===== src/rtl/port2_egress_diag_defs.vh =====
// constants for the port 2 egress rate and cable diagnostic register bank
`ifndef PORT2_EGRESS_DIAG_DEFS_VH
`define PORT2_EGRESS_DIAG_DEFS_VH

// register indices; byte address is four times the index
`define EGRESS_RATE_IDX 16'h052A
`define CABLE_DIAG_IDX 16'h0530
`define ADDR_W 16
`define EGRESS_RATE_ADDR 16'h14A8
`define CABLE_DIAG_ADDR 16'h14C0

// egress rate register fields
`define Q1_RATE_HI 7
`define Q1_RATE_LO 4
`define Q0_RATE_HI 3
`define Q0_RATE_LO 0
`define EGRESS_RATE_RESET 8'h00

// cable diagnostic register fields
`define NEAR_SHORT_BIT 15
`define DIAG_RESULT_HI 14
`define DIAG_RESULT_LO 13
`define TEST_EN_BIT 12
`define FORCE_LINK_BIT 11
`define PWR_SAVE_DIS_BIT 10
`define REMOTE_LOOP_BIT 9
`define FAULT_CNT_HI 8
`define FAULT_CNT_LO 0

// rate codes
`define RATE_UNLIMITED 4'h0
`define RATE_FIRST_ABOVE_10M 4'h9

// shaper: 40 MHz clock, rate in kbps, 8 bits per byte credit
`define CLK_KHZ 40000
`define BYTE_THRESHOLD 20'h4E200
`define CREDIT_MAX 8'hFF
`define KBPS_W 17

`endif


===== src/rtl/port2_egress_rate_cable_diag.v =====
// apb register bank for port 2 egress rate limiting and cable diagnostics
`timescale 1ns/100ps
// Overview of operation
// - bits 7:4 hold the priority 1 queue rate code; that queue is shaped to it.
// - bits 3:0 hold the priority 0 queue rate code; that queue is shaped to it.
// - rate codes decode to no limit or a fixed rate from 64 Kbps to 88 Mbps.
// - at 10 Mbps port speed, codes above 10 Mbps act as no limit.
// - with multiple queues disabled, only the priority 0 setting limits traffic.
// - bits 14:13 report the cable test result: normal, open, short, failed.
// - bit 15 flags a short found closer than 10 meters.
// - writing bit 12 starts the cable test; hardware clears it when done.
// - bit 10 set disables phy power saving; resets to one.
// - bit 9 set loops traffic back at this port's phy pmd/pma.
// - bits 8:0 report fault count; distance is about 0.4 m per count.
`include "port2_egress_diag_defs.vh"

module port2_egress_rate_cable_diag (
    input wire sys_clk_i,
    input wire rst_b_i,
    input wire clk_en_i,
    input wire psel_i,
    input wire penable_i,
    input wire pwrite_i,
    input wire [`ADDR_W-1:0] paddr_i,
    input wire [31:0] pwdata_i,
    input wire port_speed_100_i,
    input wire multi_queue_en_i,
    input wire [1:0] byte_sent_i,
    input wire link_up_i,
    input wire test_done_i,
    input wire [1:0] test_result_i,
    input wire test_near_short_i,
    input wire [8:0] test_fault_cnt_i,
    output reg [31:0] prdata_o,
    output reg pready_o,
    output reg pslverr_o,
    output reg [3:0] q1_rate_code_o,
    output reg [3:0] q0_rate_code_o,
    output reg [1:0] queue_allow_o,
    output reg cable_test_start_o,
    output reg force_link_o,
    output reg power_save_en_o,
    output reg remote_loopback_o
);

reg [7:0] egress_rate_ff;
reg test_en_ff;
reg force_link_ff;
reg pwr_save_dis_ff;
reg remote_loop_ff;
reg near_short_ff;
reg [1:0] result_ff;
reg [8:0] fault_cnt_ff;
reg [19:0] acc_ff [0:1];
reg [7:0] credit_ff [0:1];

reg [3:0] eff_code [0:1];
reg [19:0] nxt_acc [0:1];
reg [7:0] nxt_credit [0:1];
reg [31:0] nxt_prdata;
reg nxt_slverr;
reg [15:0] diag_word;
integer q;
integer k;

wire setup_phase = psel_i & ~penable_i;
wire write_commit = psel_i & penable_i & pready_o & pwrite_i;
wire hit_rate = (paddr_i == `EGRESS_RATE_ADDR);
wire hit_diag = (paddr_i == `CABLE_DIAG_ADDR);

// rate code to kbps; zero means no limit
function [`KBPS_W-1:0] code_kbps;
    input [3:0] code;
    begin
        case (code)
            4'h1: code_kbps = 17'd64;
            4'h2: code_kbps = 17'd128;
            4'h3: code_kbps = 17'd256;
            4'h4: code_kbps = 17'd512;
            4'h5: code_kbps = 17'd1000;
            4'h6: code_kbps = 17'd2000;
            4'h7: code_kbps = 17'd4000;
            4'h8: code_kbps = 17'd8000;
            4'h9: code_kbps = 17'd16000;
            4'hA: code_kbps = 17'd32000;
            4'hB: code_kbps = 17'd48000;
            4'hC: code_kbps = 17'd64000;
            4'hD: code_kbps = 17'd72000;
            4'hE: code_kbps = 17'd80000;
            4'hF: code_kbps = 17'd88000;
            default: code_kbps = 17'd0;
        endcase
    end
endfunction

// 10 Mbps port cannot honour faster limits, so they fall back to unlimited
function [3:0] speed_adjust;
    input [3:0] code;
    input fast;
    begin
        if (!fast && code >= `RATE_FIRST_ABOVE_10M) begin
            speed_adjust = `RATE_UNLIMITED;
        end else begin
            speed_adjust = code;
        end
    end
endfunction

always @* begin
    eff_code[1] = speed_adjust(egress_rate_ff[`Q1_RATE_HI:`Q1_RATE_LO], port_speed_100_i);
    eff_code[0] = speed_adjust(egress_rate_ff[`Q0_RATE_HI:`Q0_RATE_LO], port_speed_100_i);
    if (!multi_queue_en_i) begin
        eff_code[1] = `RATE_UNLIMITED;
    end
end

// credit shaper: rate in kbps added per 25 ns cycle, one byte per threshold
always @* begin
    for (q = 0; q < 2; q = q + 1) begin
        nxt_acc[q] = acc_ff[q] + {3'b000, code_kbps(eff_code[q])};
        nxt_credit[q] = credit_ff[q];
        if (eff_code[q] == `RATE_UNLIMITED) begin
            nxt_acc[q] = 20'h00000;
        end else if (nxt_acc[q] >= `BYTE_THRESHOLD) begin
            nxt_acc[q] = nxt_acc[q] - `BYTE_THRESHOLD;
            if (credit_ff[q] != `CREDIT_MAX) begin
                nxt_credit[q] = credit_ff[q] + 8'h01;
            end
        end
        // a byte sent on an empty bucket cannot go below zero
        if (byte_sent_i[q] && nxt_credit[q] != 8'h00) begin
            nxt_credit[q] = nxt_credit[q] - 8'h01;
        end
    end
end

always @* begin
    diag_word = 16'h0000;
    diag_word[`NEAR_SHORT_BIT] = near_short_ff;
    diag_word[`DIAG_RESULT_HI:`DIAG_RESULT_LO] = result_ff;
    diag_word[`TEST_EN_BIT] = test_en_ff;
    diag_word[`FORCE_LINK_BIT] = force_link_ff;
    diag_word[`PWR_SAVE_DIS_BIT] = pwr_save_dis_ff;
    diag_word[`REMOTE_LOOP_BIT] = remote_loop_ff;
    diag_word[`FAULT_CNT_HI:`FAULT_CNT_LO] = fault_cnt_ff;
    nxt_prdata = 32'h00000000;
    nxt_slverr = 1'b0;
    if (hit_rate) begin
        nxt_prdata = {24'h000000, egress_rate_ff};
    end else if (hit_diag) begin
        nxt_prdata = {16'h0000, diag_word};
    end else begin
        nxt_slverr = 1'b1;
    end
end

always @(posedge sys_clk_i or negedge rst_b_i) begin
    if (!rst_b_i) begin
        egress_rate_ff <= `EGRESS_RATE_RESET;
        test_en_ff <= 1'b0;
        force_link_ff <= 1'b0;
        pwr_save_dis_ff <= 1'b1;
        remote_loop_ff <= 1'b0;
        near_short_ff <= 1'b0;
        result_ff <= 2'b00;
        fault_cnt_ff <= 9'h000;
        acc_ff[0] <= 20'h00000;
        acc_ff[1] <= 20'h00000;
        credit_ff[0] <= 8'h00;
        credit_ff[1] <= 8'h00;
        prdata_o <= 32'h00000000;
        pready_o <= 1'b0;
        pslverr_o <= 1'b0;
        q1_rate_code_o <= 4'h0;
        q0_rate_code_o <= 4'h0;
        queue_allow_o <= 2'b11;
        cable_test_start_o <= 1'b0;
        force_link_o <= 1'b0;
        power_save_en_o <= 1'b0;
        remote_loopback_o <= 1'b0;
    end else if (clk_en_i) begin
        // answer one cycle into the access phase, never earlier
        pready_o <= setup_phase;
        if (setup_phase) begin
            prdata_o <= pwrite_i ? 32'h00000000 : nxt_prdata;
            pslverr_o <= nxt_slverr;
        end
        if (test_done_i) begin
            test_en_ff <= 1'b0;
            result_ff <= test_result_i;
            near_short_ff <= test_near_short_i;
            fault_cnt_ff <= test_fault_cnt_i;
        end
        if (link_up_i) begin
            force_link_ff <= 1'b0;
        end
        if (write_commit && hit_rate) begin
            egress_rate_ff <= pwdata_i[`Q1_RATE_HI:`Q0_RATE_LO];
        end
        if (write_commit && hit_diag) begin
            // a fresh start wins over a completion in the same cycle
            if (pwdata_i[`TEST_EN_BIT]) begin
                test_en_ff <= 1'b1;
            end
            if (pwdata_i[`FORCE_LINK_BIT]) begin
                force_link_ff <= 1'b1;
            end
            pwr_save_dis_ff <= pwdata_i[`PWR_SAVE_DIS_BIT];
            remote_loop_ff <= pwdata_i[`REMOTE_LOOP_BIT];
        end
        for (k = 0; k < 2; k = k + 1) begin
            acc_ff[k] <= nxt_acc[k];
            credit_ff[k] <= nxt_credit[k];
            queue_allow_o[k] <= (eff_code[k] == `RATE_UNLIMITED) || (nxt_credit[k] != 8'h00);
        end
        q1_rate_code_o <= eff_code[1];
        q0_rate_code_o <= eff_code[0];
        cable_test_start_o <= test_en_ff;
        force_link_o <= force_link_ff;
        power_save_en_o <= ~pwr_save_dis_ff;
        remote_loopback_o <= remote_loop_ff;
    end
end

endmodule // port2_egress_rate_cable_diag


===== config.mk =====
export PLATFORM = sky130hd
export DESIGN_NAME = port2_egress_rate_cable_diag
export DESIGN_NICKNAME = d
export VERILOG_FILES = /design/src/rtl/port2_egress_rate_cable_diag.v
export VERILOG_INCLUDE_DIRS = /design/src /design/src/rtl
export SDC_FILE = /design/constraint.sdc
export NUM_CORES = 1
export LEC_CHECK = 0
export BUFFER_PORTS_ARGS = -buffer_cell sky130_fd_sc_hd__buf_4
export CORE_MARGIN = 2
export CORE_UTILIZATION = 40
export CTS_BUF_LIST = sky130_fd_sc_hd__clkbuf_4 sky130_fd_sc_hd__clkbuf_8
export DETAILED_ROUTE_END_ITERATION = 6
export GPL_TIMING_DRIVEN = 0
export RECOVER_POWER = 50
export REMOVE_ABC_BUFFERS = 1
export SLEW_MARGIN = 20
export SYNTH_ARGS = -nofsm -noshare
export SYNTH_HDL_FRONTEND = slang
export SYNTH_SLANG_ARGS = --single-unit

===== constraint.sdc =====
create_clock -name sys_clk_i -period 9.61 [get_ports sys_clk_i]
set_clock_uncertainty 0.15 [all_clocks]
set_input_delay 0.4805 -clock sys_clk_i [delete_from_list [all_inputs] [get_ports sys_clk_i]]
set_output_delay 0.4805 -clock sys_clk_i [all_outputs]
set_load 0.1 [all_outputs]

### Yosys cells after proc, flatten, opt, wreduce, memory -nomap -nowiden

Memory sizes are Yosys's and may differ from the RTL's.
Cells that the tools add are included.

| cells by class | value |
|---|---|
| eq/ne operators | 4 |
| multiplexer cells | 26 |
| reductions and logical operators | 19 |
| add/sub/neg operators | 8 |
| $lt $le $gt $ge | 4 |
| bitwise logic cells | 6 |

Operators by type and width:

| cell | count |
|---|---|
| 2-to-1 mux 20 bit | 4 |
| 2-to-1 mux 8 bit | 8 |
| adder 20 x 17 -> 20 bit | 2 |
| greater-or-equal comparator 20 x 19 -> 1 bit, second input constant | 2 |
| subtractor 20 x 19 -> 20 bit, second input constant | 2 |
| equality test 16 x 13 -> 1 bit, second input constant | 2 |
| 2-to-1 mux 16 bit | 2 |
| 2-to-1 mux 32 bit | 1 |
| nonzero test 8 bit | 4 |
| adder 8 x 1 -> 8 bit, second input constant | 2 |
| inequality test 8 bit, second input constant | 2 |
| subtractor 8 x 1 -> 8 bit, second input constant | 2 |
| 2-to-1 mux 4 bit | 3 |
| greater-or-equal comparator 4 bit, second input constant | 2 |
| zero test 4 bit | 2 |
| 2-to-1 mux 1 bit | 8 |
| AND reduction 2 bit | 4 |
| logical AND 1 bit | 6 |
| AND 1 bit | 4 |
| logical OR 1 bit | 2 |
| inverter 1 bit | 2 |
| zero test 1 bit | 1 |

| word-level totals | value |
|---|---|
| input port bits | 72 |
| ROM bits | 448 |
| register bits | 128 |
| output and inout bits | 48 |
| memories kept | 2 |

Memories:

| name | words | width | read ports | clocked after Yosys merged registers in | write ports | line | text |
|---|---|---|---|---|---|---|---|
| (no name shown) | 16 | 14 | 1 | 0 | 0 | port2_egress_rate_cable_diag.v:75 | `case (code)` |
| (no name shown) | 16 | 14 | 1 | 0 | 0 | port2_egress_rate_cable_diag.v:75 |  |

### Logic depth before layout (Yosys ltp)

Gate-level depths: netlist of the first run.
An unclocked memory read counts as a cell.

| logic depth | value |
|---|---|
| word-level depth | 14 |
| gate-level depth with buffers | 28 |

### Least setup slack after synthesis of the first run

No wires, ideal clock.

| timing path | value |
|---|---|
| path kind | register to register |
| start | reg egress_rate_ff[7] |
| end | reg credit_ff[4] (netlist bit) |
| arrival | 5.277 ns |
| period minus slack after synthesis | 5.558 ns |
| library setup time | 0.131 ns |
| required time | 9.329 ns |
| slack | 4.052 ns |
| stages on the path, launching flop included | 26 |
| path through | dfrtp_1 -> clkbuf_1 -> a21boi_0 -> nand2_1 -> inv_1 -> ha_1 -> and2_1 -> ha_1 -> inv_1 -> fa_1 -> nand2b_1 -> a21oi_4 -> o2111ai_4 -> o2111a_1 -> nor4_4 -> a21boi_1 -> or3_1 -> buf_2 -> nand3_4 -> mux2i_1 -> ha_1 -> o21ai_1 -> nor3_2 -> nor3_1 -> o21a_1 -> xor2_1 |

| on the way | value |
|---|---|
| cells in the longest elaborated chain, start to end | 12 |

Ends and longest elaborated chain:

| item | line | text |
|---|---|---|
| start, declared | port2_egress_rate_cable_diag.v:46 | `reg [7:0] egress_rate_ff;` |
| start signal, assigned | port2_egress_rate_cable_diag.v:159 | `` egress_rate_ff <= `EGRESS_RATE_RESET; `` |
| start signal, assigned | port2_egress_rate_cable_diag.v:198 | `` egress_rate_ff <= pwdata_i[`Q1_RATE_HI:`Q0_RATE_LO]; `` |
| greater-or-equal comparator 4 bit (no source line) * | -- |  |
| logical AND 1 bit (no source line) * | -- |  |
| 2-to-1 mux 4 bit * | port2_egress_rate_cable_diag.v:101 | `` if (!fast && code >= `RATE_FIRST_ABOVE_10M) begin `` |
| 2-to-1 mux 4 bit * | port2_egress_rate_cable_diag.v:112 | `if (!multi_queue_en_i) begin` |
| net code_kbps.code[0] | port2_egress_rate_cable_diag.v:73 | `input [3:0] code;` |
| memory read (16 x 14 bit) | -- |  |
| adder 20 x 17 -> 20 bit | port2_egress_rate_cable_diag.v:120 | `nxt_acc[q] = acc_ff[q] + {3'b000, code_kbps(eff_code[q])};` |
| greater-or-equal comparator 20 x 19 -> 1 bit (no source line) | -- |  |
| 2-to-1 mux 8 bit | port2_egress_rate_cable_diag.v:124 | `` end else if (nxt_acc[q] >= `BYTE_THRESHOLD) begin `` |
| 2-to-1 mux 8 bit * | port2_egress_rate_cable_diag.v:122 | `` if (eff_code[q] == `RATE_UNLIMITED) begin `` |
| parallel branches: the longest is 2 deep, another holds subtractor 8 x 1 -> 8 bit | -- |  |
| 2-to-1 mux 8 bit * | port2_egress_rate_cable_diag.v:131 | `if (byte_sent_i[q] && nxt_credit[q] != 8'h00) begin` |
| end signal, assigned by index | port2_egress_rate_cable_diag.v:213 | `credit_ff[k] <= nxt_credit[k];` |
| end, declared | port2_egress_rate_cable_diag.v:55 | `reg [7:0] credit_ff [0:1];` |

Mark *: on every way through the listed nets, which the timed path passes.
A chain may end at the register's enable or synchronous reset.

==> results.sh, run 1 <==
export IMPL_r2r_setup_slack_ns=2.90
export IMPL_syn_inst=991
export IMPL_grt_pass1_vias=7105
export IMPL_combPwrFrac_pct=37.4
export IMPL_grt_start_max_net_pins=77
export IMPL_synthTopCellsByCount="103 x dfrtp_1, 91 x nand2_1, 68 x nor2_1"
export IMPL_via_per_inst=5.61
export IMPL_drc=0
export IMPL_area_delta_synth_final_pct=10.6
export IMPL_synthTopCellsByArea="dfrtp_1 30%, ha_1 7.4%, mux2_2 4.8%, xnor2_1 4.3%, nand2_1 3.9%"
export IMPL_detail_route_first_pass_iterations=5
export IMPL_routedWlPerCell_um=16.8
export IMPL_end_kind="flop"
export IMPL_yosysWarnings=0
export IMPL_fin_crit_ns=6.71
export IMPL_path_delay_family="compound AO/OA/AOI/OAI gates"
export IMPL_fin_crit_sh_pct=69.8
export IMPL_powerDensity_mw_per_mm2=148
export IMPL_worstPathArrival_ns=6.88
export IMPL_clkTransAtPathRegs_ns=0.11
export IMPL_antenna_cells=0
export IMPL_ctsLongestPathBuffers=2
export IMPL_finalMaxSlewViolations=163
export IMPL_p_seq_share_pct=40.6
export IMPL_p_clk_share_pct=22.0
export IMPL_worstMarginPinSlew_ns=4.06
export IMPL_grt_setup_unrepaired="no"
export IMPL_ys_async_sr_fraction_pct=100
export IMPL_crit_chain="nor3_1, o21ai_1, inv_1, o21ai_0, ha_1, a21oi_1, a21oi_1, nor4b_1, or3_1, a2111oi_4, a2111oi_2, nor3b_2, xnor2_1, ha_1, nand2_1, o31ai_4, mux2_1, nor4_1, a31oi_1"
export IMPL_required_ns=9.78
export IMPL_ys_types=95
export IMPL_ant_nets=0
export IMPL_p_switching_uw=576
export IMPL_hold_viol=0
export IMPL_cts_buffers=9
export IMPL_finalSetupViolCount=0
export IMPL_cts_max_level=3
export IMPL_ir_worst_vdd_mv=0.0867
export IMPL_critical_path_slowest_cell="nor3b_2"
export IMPL_post_cts_buffers=0
export IMPL_port_buffer_count=83
export IMPL_ys_flop_type="dfrtp_1"
export IMPL_synth_area_per_cell_um2=8.82
export IMPL_cp_start_kind="flop"
export IMPL_gr_total_overflow=0
export IMPL_clock_latency_ns=0.40
export IMPL_core_mm2=0.0216
export IMPL_grt_first_pass_wirelength_um=36400
export IMPL_gp_congestion=0.867
export IMPL_nFillCells=2158
export IMPL_wirelength_um=22300
export IMPL_fp_dieH_um=152
export IMPL_vias=7425
export IMPL_sw_frac_of_total_pct=40.2
export IMPL_synth_seq_cells=106
export IMPL_finalSetupTns_ns=0
export IMPL_p_int_uw=856
export IMPL_max_stage_delay_ns=0.73
export IMPL_worst_setup_path_type="reg2reg"
export IMPL_dp_hpwl_um=16700
export IMPL_min_delay_path_class="in2reg"
export IMPL_cts_resized_gates=0
export IMPL_yosysTopAreaCell="dfrtp_1"
export IMPL_synth_area_mm2=0.00874
export IMPL_nNetsFinal=1165
export IMPL_drive_above_1_share_pct=16.1
export IMPL_status="finished with violations"
export IMPL_maxCapViolations=3
export IMPL_clock_tree_root_cell="clkbuf_8"
export IMPL_antenna_found_initial=0
export IMPL_grt_use_total_pct=19.9
export IMPL_timing_fmax_mhz=149
export IMPL_design_portCount=120
export IMPL_violations="max-capacitance violations, max-slew violations"
export IMPL_relSlewSlack_pct=-171
export IMPL_synth_seq_area_share_pct=30.4
export IMPL_die_w_um=152
export IMPL_synth_edff_count=0
export IMPL_rows=54
export IMPL_worst_path_buf_inv=1
export IMPL_p_total_mw=1.43
export IMPL_synth_top_cell_area_share_pct=29.5
export IMPL_crit_fanout=14
export IMPL_cts_tree="done"
export IMPL_die_area_mm2=0.0230
export IMPL_yosysMostFrequentCell="dfrtp_1"
export IMPL_start_util_pct=40.4
export IMPL_p_leak_nw=4.21
export IMPL_drtIter0Drc=408
export IMPL_cts_sinks=106
[metrics by stage]
step,area (um2),std cells,utilization [%],hold WS (ns),setup slack (ns)
finish,9660,1324,44.7,0.152,2.90
global route,9660,1324,44.7,0.140,2.30
CTS,9740,1324,45.0,0.138,2.95
detailed placement,9510,1307,44.0,0.238,2.88
global placement,9450,1304,43.7,0.314,2.60
floorplan,8480,941,-,0.0349,4.05
[cells by family (layout without fill, tap and decap cells)]
logic type | Yosys count | count (layout) | share of synthesized area, %
AOI/OAI and AO/OA | 281 | 281 | 23.7
xor gates and xnor gates | 66 | 66 | 6.62
adders and majority gates | 54 | 54 | 7.90
buffers and inverters | 108 | 146 | 5.48
DFF | 106 | 106 | 30.4
muxes | 53 | 53 | 6.63
other | 1 | 16 | 0.0429
and+or+nand+nor | 322 | 322 | 19.2
[power groups by stage]
stage               registers, mW  logic, mW  clock network, mW
finish                      0.581      0.535              0.315
global route                0.594      0.600              0.339
CTS                         0.581      0.537              0.325
detailed placement          0.589      0.533                  0
global placement            0.588      0.526                  0
floorplan                   0.584      0.405                  0
[layout make-up]
type                       instances  area, um2  area share [%]
clock buffer                      11        151            1.57
sequential                       106       2660            27.5
multi-input combinational        792       5680            58.7
tap                              280        350            3.63
clock inverter                     5       67.6           0.699
inverter                          43        161            1.67
timing repair buffer              87        602            6.23
[worst paths after layout]
kind | start | endpoint | depth (start not counted)
setup / recovery | egress_rate_ff[2] | queue_allow_o[0] | 19
hold / removal | pwdata_i[12] | test_en_ff | 2
setup reg to reg | egress_rate_ff[2] | queue_allow_o[0] | 19
hold reg to reg | prdata_o[4] | prdata_o[4] | 2
max in group asynchronous | rst_b_i | acc_ff[26] | 3
min in group asynchronous | rst_b_i | force_link_o | 2
[cell usage in the layout, fill, tap and decap left out, types with 12 or more instances in the layout]
cell type,instances
and2_1,17
conb_1,16
a21oi_1,52
nand2_1,91
o21ai_0,53
nand3_1,32
clkbuf_1,13
nor3_1,23
ha_1,52
dfrtp_1,103
nor2_1,68
xnor2_1,43
o21a_1,14
inv_1,41
a21o_1,17
a22o_1,14
mux2i_1,14
mux2_2,37
or3_1,12
xor2_1,23
buf_4,71
o2bb2ai_1,21
[flip-flops by register name, summed over array words and instances, names as in the netlist, 2 cells and up]
name	cells
egress_rate_ff	8
fault_cnt_ff	9
q1_rate_code_o	4
result_ff	2
q0_rate_code_o	4
acc_ff	34
prdata_o	16
credit_ff	16
queue_allow_o	2
[timing repair]
item / CTS / global route
endpoints found under the hold margin: 28 / 0
setup endpoints to repair: 0 / 0
hold buffers: 1 / 0
[layer usage]
layer | up-vias | share of wire, % | global-route usage [%]
met2 | 136 | 49 | 33.6
met3 | 27 | 3.7 | 3.20
li1 | 3689 | - | -
met5 | - | 0 | 0
met1 | 3573 | 46 | 26.8
met4 | 0 | 1.7 | 4.72
(Power assumes the default switching activity.)
==> run 2, diff against run 1 <==
Clock period 9.61 ns to 6.3 ns, I/O delays scaled along.
==> results.sh, run 2 (synthesis gave the netlist of run 1 again) <==
export IMPL_cts_tree="done"
export IMPL_p_total_mw=2.23
export IMPL_worstMarginPinSlew_ns=1.89
export IMPL_violations="max-capacitance violations, max-slew violations"
export IMPL_via_per_inst=5.59
export IMPL_crit_fanout=10
export IMPL_core_mm2=0.0216
export IMPL_hold_ws_ns=0.0251
export IMPL_gp_congestion=0.867
export IMPL_cp_start_kind="flop"
export IMPL_top_layer="met4"
export IMPL_worstPathArrival_ns=6.09
export IMPL_clock_latency_ns=0.40
export IMPL_dp_slack_ns=-0.326
export IMPL_grt_pass1_vias=7233
export IMPL_min_delay_path_class="in2reg"
export IMPL_p_leak_nw=4.39
export IMPL_wl_met1_um=10300
export IMPL_fp_dieH_um=152
export IMPL_relSlewSlack_pct=-25.9
export IMPL_drtIter0Drc=375
export IMPL_reg2reg_depth=23
export IMPL_cts_buffers=9
export IMPL_port_buffer_count=83
export IMPL_wl_met3_um=841
export IMPL_r2r_start="egress_rate_ff[7]"
export IMPL_drive_above_1_share_pct=19.2
export IMPL_start_util_pct=40.4
export IMPL_rows=54
export IMPL_powerDensity_mw_per_mm2=221
export IMPL_fin_crit_sh_pct=93.9
export IMPL_grt_start_max_net_pins=77
export IMPL_place_inst=1307
export IMPL_timing_fmax_mhz=169
export IMPL_grt_use_total_pct=20.0
export IMPL_area_delta_synth_final_pct=15.6
export IMPL_routedWlPerCell_um=16.8
export IMPL_wirelength_um=22700
export IMPL_finalSetupViolCount=0
export IMPL_grt_first_pass_wirelength_um=36700
export IMPL_wl_met2_um=11200
export IMPL_status="finished with violations"
export IMPL_required_ns=6.47
export IMPL_hold_depth=2
export IMPL_die_w_um=152
export IMPL_setup_ws_ns=0.385
export IMPL_hold_viol=0
export IMPL_clkTransAtPathRegs_ns=0.11
export IMPL_reg_largest_list="acc_ff x34, credit_ff x16, prdata_o x16"
export IMPL_ant_nets=0
export IMPL_fin_cells=1351
export IMPL_fin_crit_ns=5.91
export IMPL_finalSetupTns_ns=0
export IMPL_finalMaxSlewViolations=31
export IMPL_dp_hpwl_um=16700
export IMPL_maxCapViolations=1
export IMPL_cts_max_level=3
export IMPL_detail_route_first_pass_iterations=5
export IMPL_worst_setup_path_type="reg2reg"
export IMPL_clock_tree_root_cell="clkbuf_8"
export IMPL_antenna_cells=0
export IMPL_regMostFlops="acc_ff"
export IMPL_crit_start="egress_rate_ff[7]"
export IMPL_largest_register_ffs=34
export IMPL_die_area_mm2=0.0230
export IMPL_layout_common_cells="100 x dfrtp_1, 91 x nand2_1, 84 x buf_4"
export IMPL_design_portCount=120
export IMPL_antenna_found_initial=0
export IMPL_hold_path_startpoint="pwdata_i[1]"
export IMPL_end_kind="flop"
export IMPL_ctsLongestPathBuffers=2
export IMPL_vias=7553
export IMPL_nNetsFinal=1192
export IMPL_drc=0
export IMPL_cts_sinks=106
export IMPL_ir_worst_vdd_mv=0.135
export IMPL_final_common_cell="dfrtp_1"
export IMPL_gr_total_overflow=0
==> run 2: critical path, cell delays in order (launching register included) <==
cell and delay, ns:
dfrtp_2 0.51, a21boi_2 0.12, and2_1 0.25, inv_1 0.17, ha_1 0.18, and2_1 0.15
ha_1 0.22, inv_1 0.07, fa_1 0.40, nand2b_1 0.22, a21oi_4 0.24, o2111ai_4 0.22
o211ai_1 0.22, o2111ai_1 0.27, xnor2_2 0.28, or3_4 0.47, nand3_4 0.16, mux2i_2 0.32
ha_1 0.23, and2_1 0.18, o311a_1 0.19, o21ai_0 0.14, nor4_1 0.32, a31oi_1 0.12
==> run 2: what timing repair did <==
action                                 CTS  global route
endpoints found under the hold margin   49             0
buffers inserted                         0             8
setup endpoints to repair                8            18
pin swaps                                1             8
hold buffers                            20             0
resized for setup                        9            24
==> run 2: routing by layer <==
metal | track usage, % | vias up
met5 | 0 | -
met4 | 4.54 | 0
met3 | 3.05 | 20
met2 | 33.9 | 150
met1 | 27.1 | 3645
li1 | - | 3738
==> run 2: path summary, 6_finish.rpt <==
kind	slack, ns	end
worst min register to register	0.35	prdata_o[4]
max in group asynchronous	4.02	queue_allow_o[0]
worst min-delay path	0.03	egress_rate_ff[1]
min in group asynchronous	0.81	force_link_o
worst max register to register	0.39	queue_allow_o[1]
worst max-delay path	0.39	queue_allow_o[1]
==> run 2: area by class of cell <==
| class | count | area [um2] |
|---|---|---|
| sequential | 106 | 2660 |
| clock buffer | 11 | 151 |
| inverter | 43 | 161 |
| fill | 2104 | 11500 |
| clock inverter | 5 | 67.6 |
| timing repair buffer | 114 | 895 |
| multi-input combinational | 792 | 5820 |
| tap | 280 | 350 |
==> run 2: where the power goes <==
group	total (mW)	internal (mW)	leakage [nW]	switching, mW
registers	0.889	0.763	1.38	0.126
logic	0.863	0.351	2.89	0.512
clock network	0.480	0.213	0.113	0.266
total	2.23	1.33	4.39	0.904
==> run 2: per-stage QoR <==
stage                     area, um2  util [%]
after floorplan                8480         -
after global placement         9450      43.7
after detailed placement       9510      44.0
after CTS                      9960      46.1
after global routing          10100      46.7
final                         10100      46.7
==> run 3, diff against run 2 <==
Settings changed: PLACE_DENSITY set to 0.69.
==> results.sh, run 3 (synthesis gave the netlist of run 1 again) <==
export IMPL_worst_setup_path_type="reg2reg"
export IMPL_min_delay_path_class="in2reg"
export IMPL_drive_above_1_share_pct=18.7
export IMPL_powerDensity_mw_per_mm2=226
export IMPL_core_mm2=0.0216
export IMPL_gr_total_overflow=0
export IMPL_routedWlPerCell_um=16.5
export IMPL_port_buffer_count=83
export IMPL_reg_largest_list="acc_ff x34, credit_ff x16, prdata_o x16"
export IMPL_path_delay_family="simple AND/OR/NAND/NOR gates"
export IMPL_drc=0
export IMPL_nNetsFinal=1187
export IMPL_relSlewSlack_pct=-81.9
export IMPL_ctsLongestPathBuffers=2
export IMPL_worst_path_buf_inv=2
export IMPL_timing_fmax_mhz=168
export IMPL_r2r_setup_slack_ns=0.34
export IMPL_dp_hpwl_um=16200
export IMPL_clock_latency_ns=0.39
export IMPL_fin_crit_sh_pct=94.6
export IMPL_cp_common_cell="ha_1"
export IMPL_ant_nets=0
export IMPL_required_ns=6.45
export IMPL_fin_crit_ns=5.96
export IMPL_finalSetupViolCount=0
export IMPL_layout_common_cells="101 x dfrtp_1, 91 x nand2_1, 82 x buf_4"
export IMPL_detail_route_first_pass_iterations=5
export IMPL_via_per_inst=5.67
export IMPL_cp_start_kind="flop"
export IMPL_design_portCount=120
export IMPL_antenna_found_initial=0
export IMPL_cts_tree="done"
export IMPL_finalMaxSlewViolations=107
export IMPL_p_leak_nw=4.36
export IMPL_crit_chain="a21boi_2, nand2_1, inv_2, ha_1, and2_1, ha_1, inv_1, fa_1, nand2b_1, a21oi_4, o2111ai_4, and2_4, a31oi_1, nor4_4, or3_4, nand3_4, mux2i_4, ha_1, o21ai_1, nor3_4, nor4b_2, xnor2_1, a31oi_1"
export IMPL_p_total_mw=2.27
export IMPL_drtIter0Drc=422
export IMPL_cts_sinks=106
export IMPL_grt_pass1_vias=7060
export IMPL_largest_register_ffs=34
export IMPL_rows=54
export IMPL_fp_dieH_um=152
export IMPL_area_delta_synth_final_pct=14.9
export IMPL_finalSetupTns_ns=0
export IMPL_grt_first_pass_wirelength_um=35100
export IMPL_die_area_mm2=0.0230
export IMPL_crit_fanout=10
export IMPL_end_kind="flop"
export IMPL_place_inst=1306
export IMPL_regMostFlops="acc_ff"
export IMPL_worstPathArrival_ns=6.11
export IMPL_cts_buffers=9
export IMPL_reg2reg_depth=23
export IMPL_cp_num_cells=23
export IMPL_status="finished with violations"
export IMPL_wirelength_um=22200
export IMPL_antenna_cells=0
export IMPL_grt_use_total_pct=19.1
export IMPL_worstMarginPinSlew_ns=2.73
export IMPL_cts_max_level=3
export IMPL_hold_depth=2
export IMPL_die_w_um=152
export IMPL_critical_path_slowest_cell="dfrtp_2"
export IMPL_clock_tree_root_cell="clkbuf_8"
export IMPL_violations="max-capacitance violations, max-slew violations"
export IMPL_clkTransAtPathRegs_ns=0.10
export IMPL_grt_start_max_net_pins=107
export IMPL_final_common_cell="dfrtp_1"
export IMPL_fin_cells=1345
export IMPL_start_util_pct=40.4
export IMPL_maxCapViolations=1
export IMPL_vias=7622
export IMPL_gp_congestion=0.868
export IMPL_max_stage_delay_ns=0.50
export IMPL_ir_worst_vdd_mv=0.130
export IMPL_hold_viol=0
[run 3: final timing paths]
check	from	endpoint
min in group asynchronous	rst_b_i	credit_ff[3]
setup / recovery	egress_rate_ff[7]	queue_allow_o[1]
hold reg to reg	power_save_en_o	power_save_en_o
max in group asynchronous	rst_b_i	egress_rate_ff[7]
hold / removal	pwdata_i[10]	pwr_save_dis_ff
setup reg to reg	egress_rate_ff[7]	queue_allow_o[1]
[run 3: area by class of cell]
class | instances | area, um2
Tap cell | 280 | 350
Sequential cell | 106 | 2660
Timing Repair Buffer | 109 | 826
Clock buffer | 11 | 145
Multi-Input combinational cell | 792 | 5800
Inverter | 43 | 161
Clock inverter | 4 | 98.8
Fill cell | 2115 | 11600
[run 3: per-stage QoR]
step	worst slack, ns	cell area (um2)	hold WS, ns	util (%)
3_3_place_gp	-0.683	9450	0.314	43.7
4_1_cts	0.0102	9940	0.00803	46.0
3_5_place_dp	-0.327	9480	0.321	43.9
6_report	0.341	10000	0.0257	46.4
5_1_grt	-0.00947	10000	0.00144	46.4
2_1_floorplan	0.750	8480	-0.131	-
[run 3: report_power, final]
group	internal [mW]	switching [mW]	total [mW]
logic	0.348	0.501	0.849
registers	0.763	0.130	0.893
clock network	0.279	0.249	0.528
total	1.39	0.880	2.27
[run 3: metal layers]
| metal | vias to the layer above | part of all wire, % | global-route usage (%) |
|---|---|---|---|
| met4 | 0 | 1.3 | 4.03 |
| met1 | 3700 | 45 | 24.9 |
| met5 | - | 0 | 0 |
| li1 | 3741 | - | - |
| met2 | 157 | 51 | 33.5 |
| met3 | 24 | 3.5 | 3.11 |
[run 3: timing repair]
item                       CTS  global route
hold buffers                17             0
resized for setup            8            21
hold endpoints to repair   119             0
setup endpoints to repair    9            18
buffers inserted             1             6
pin swaps                    2             7
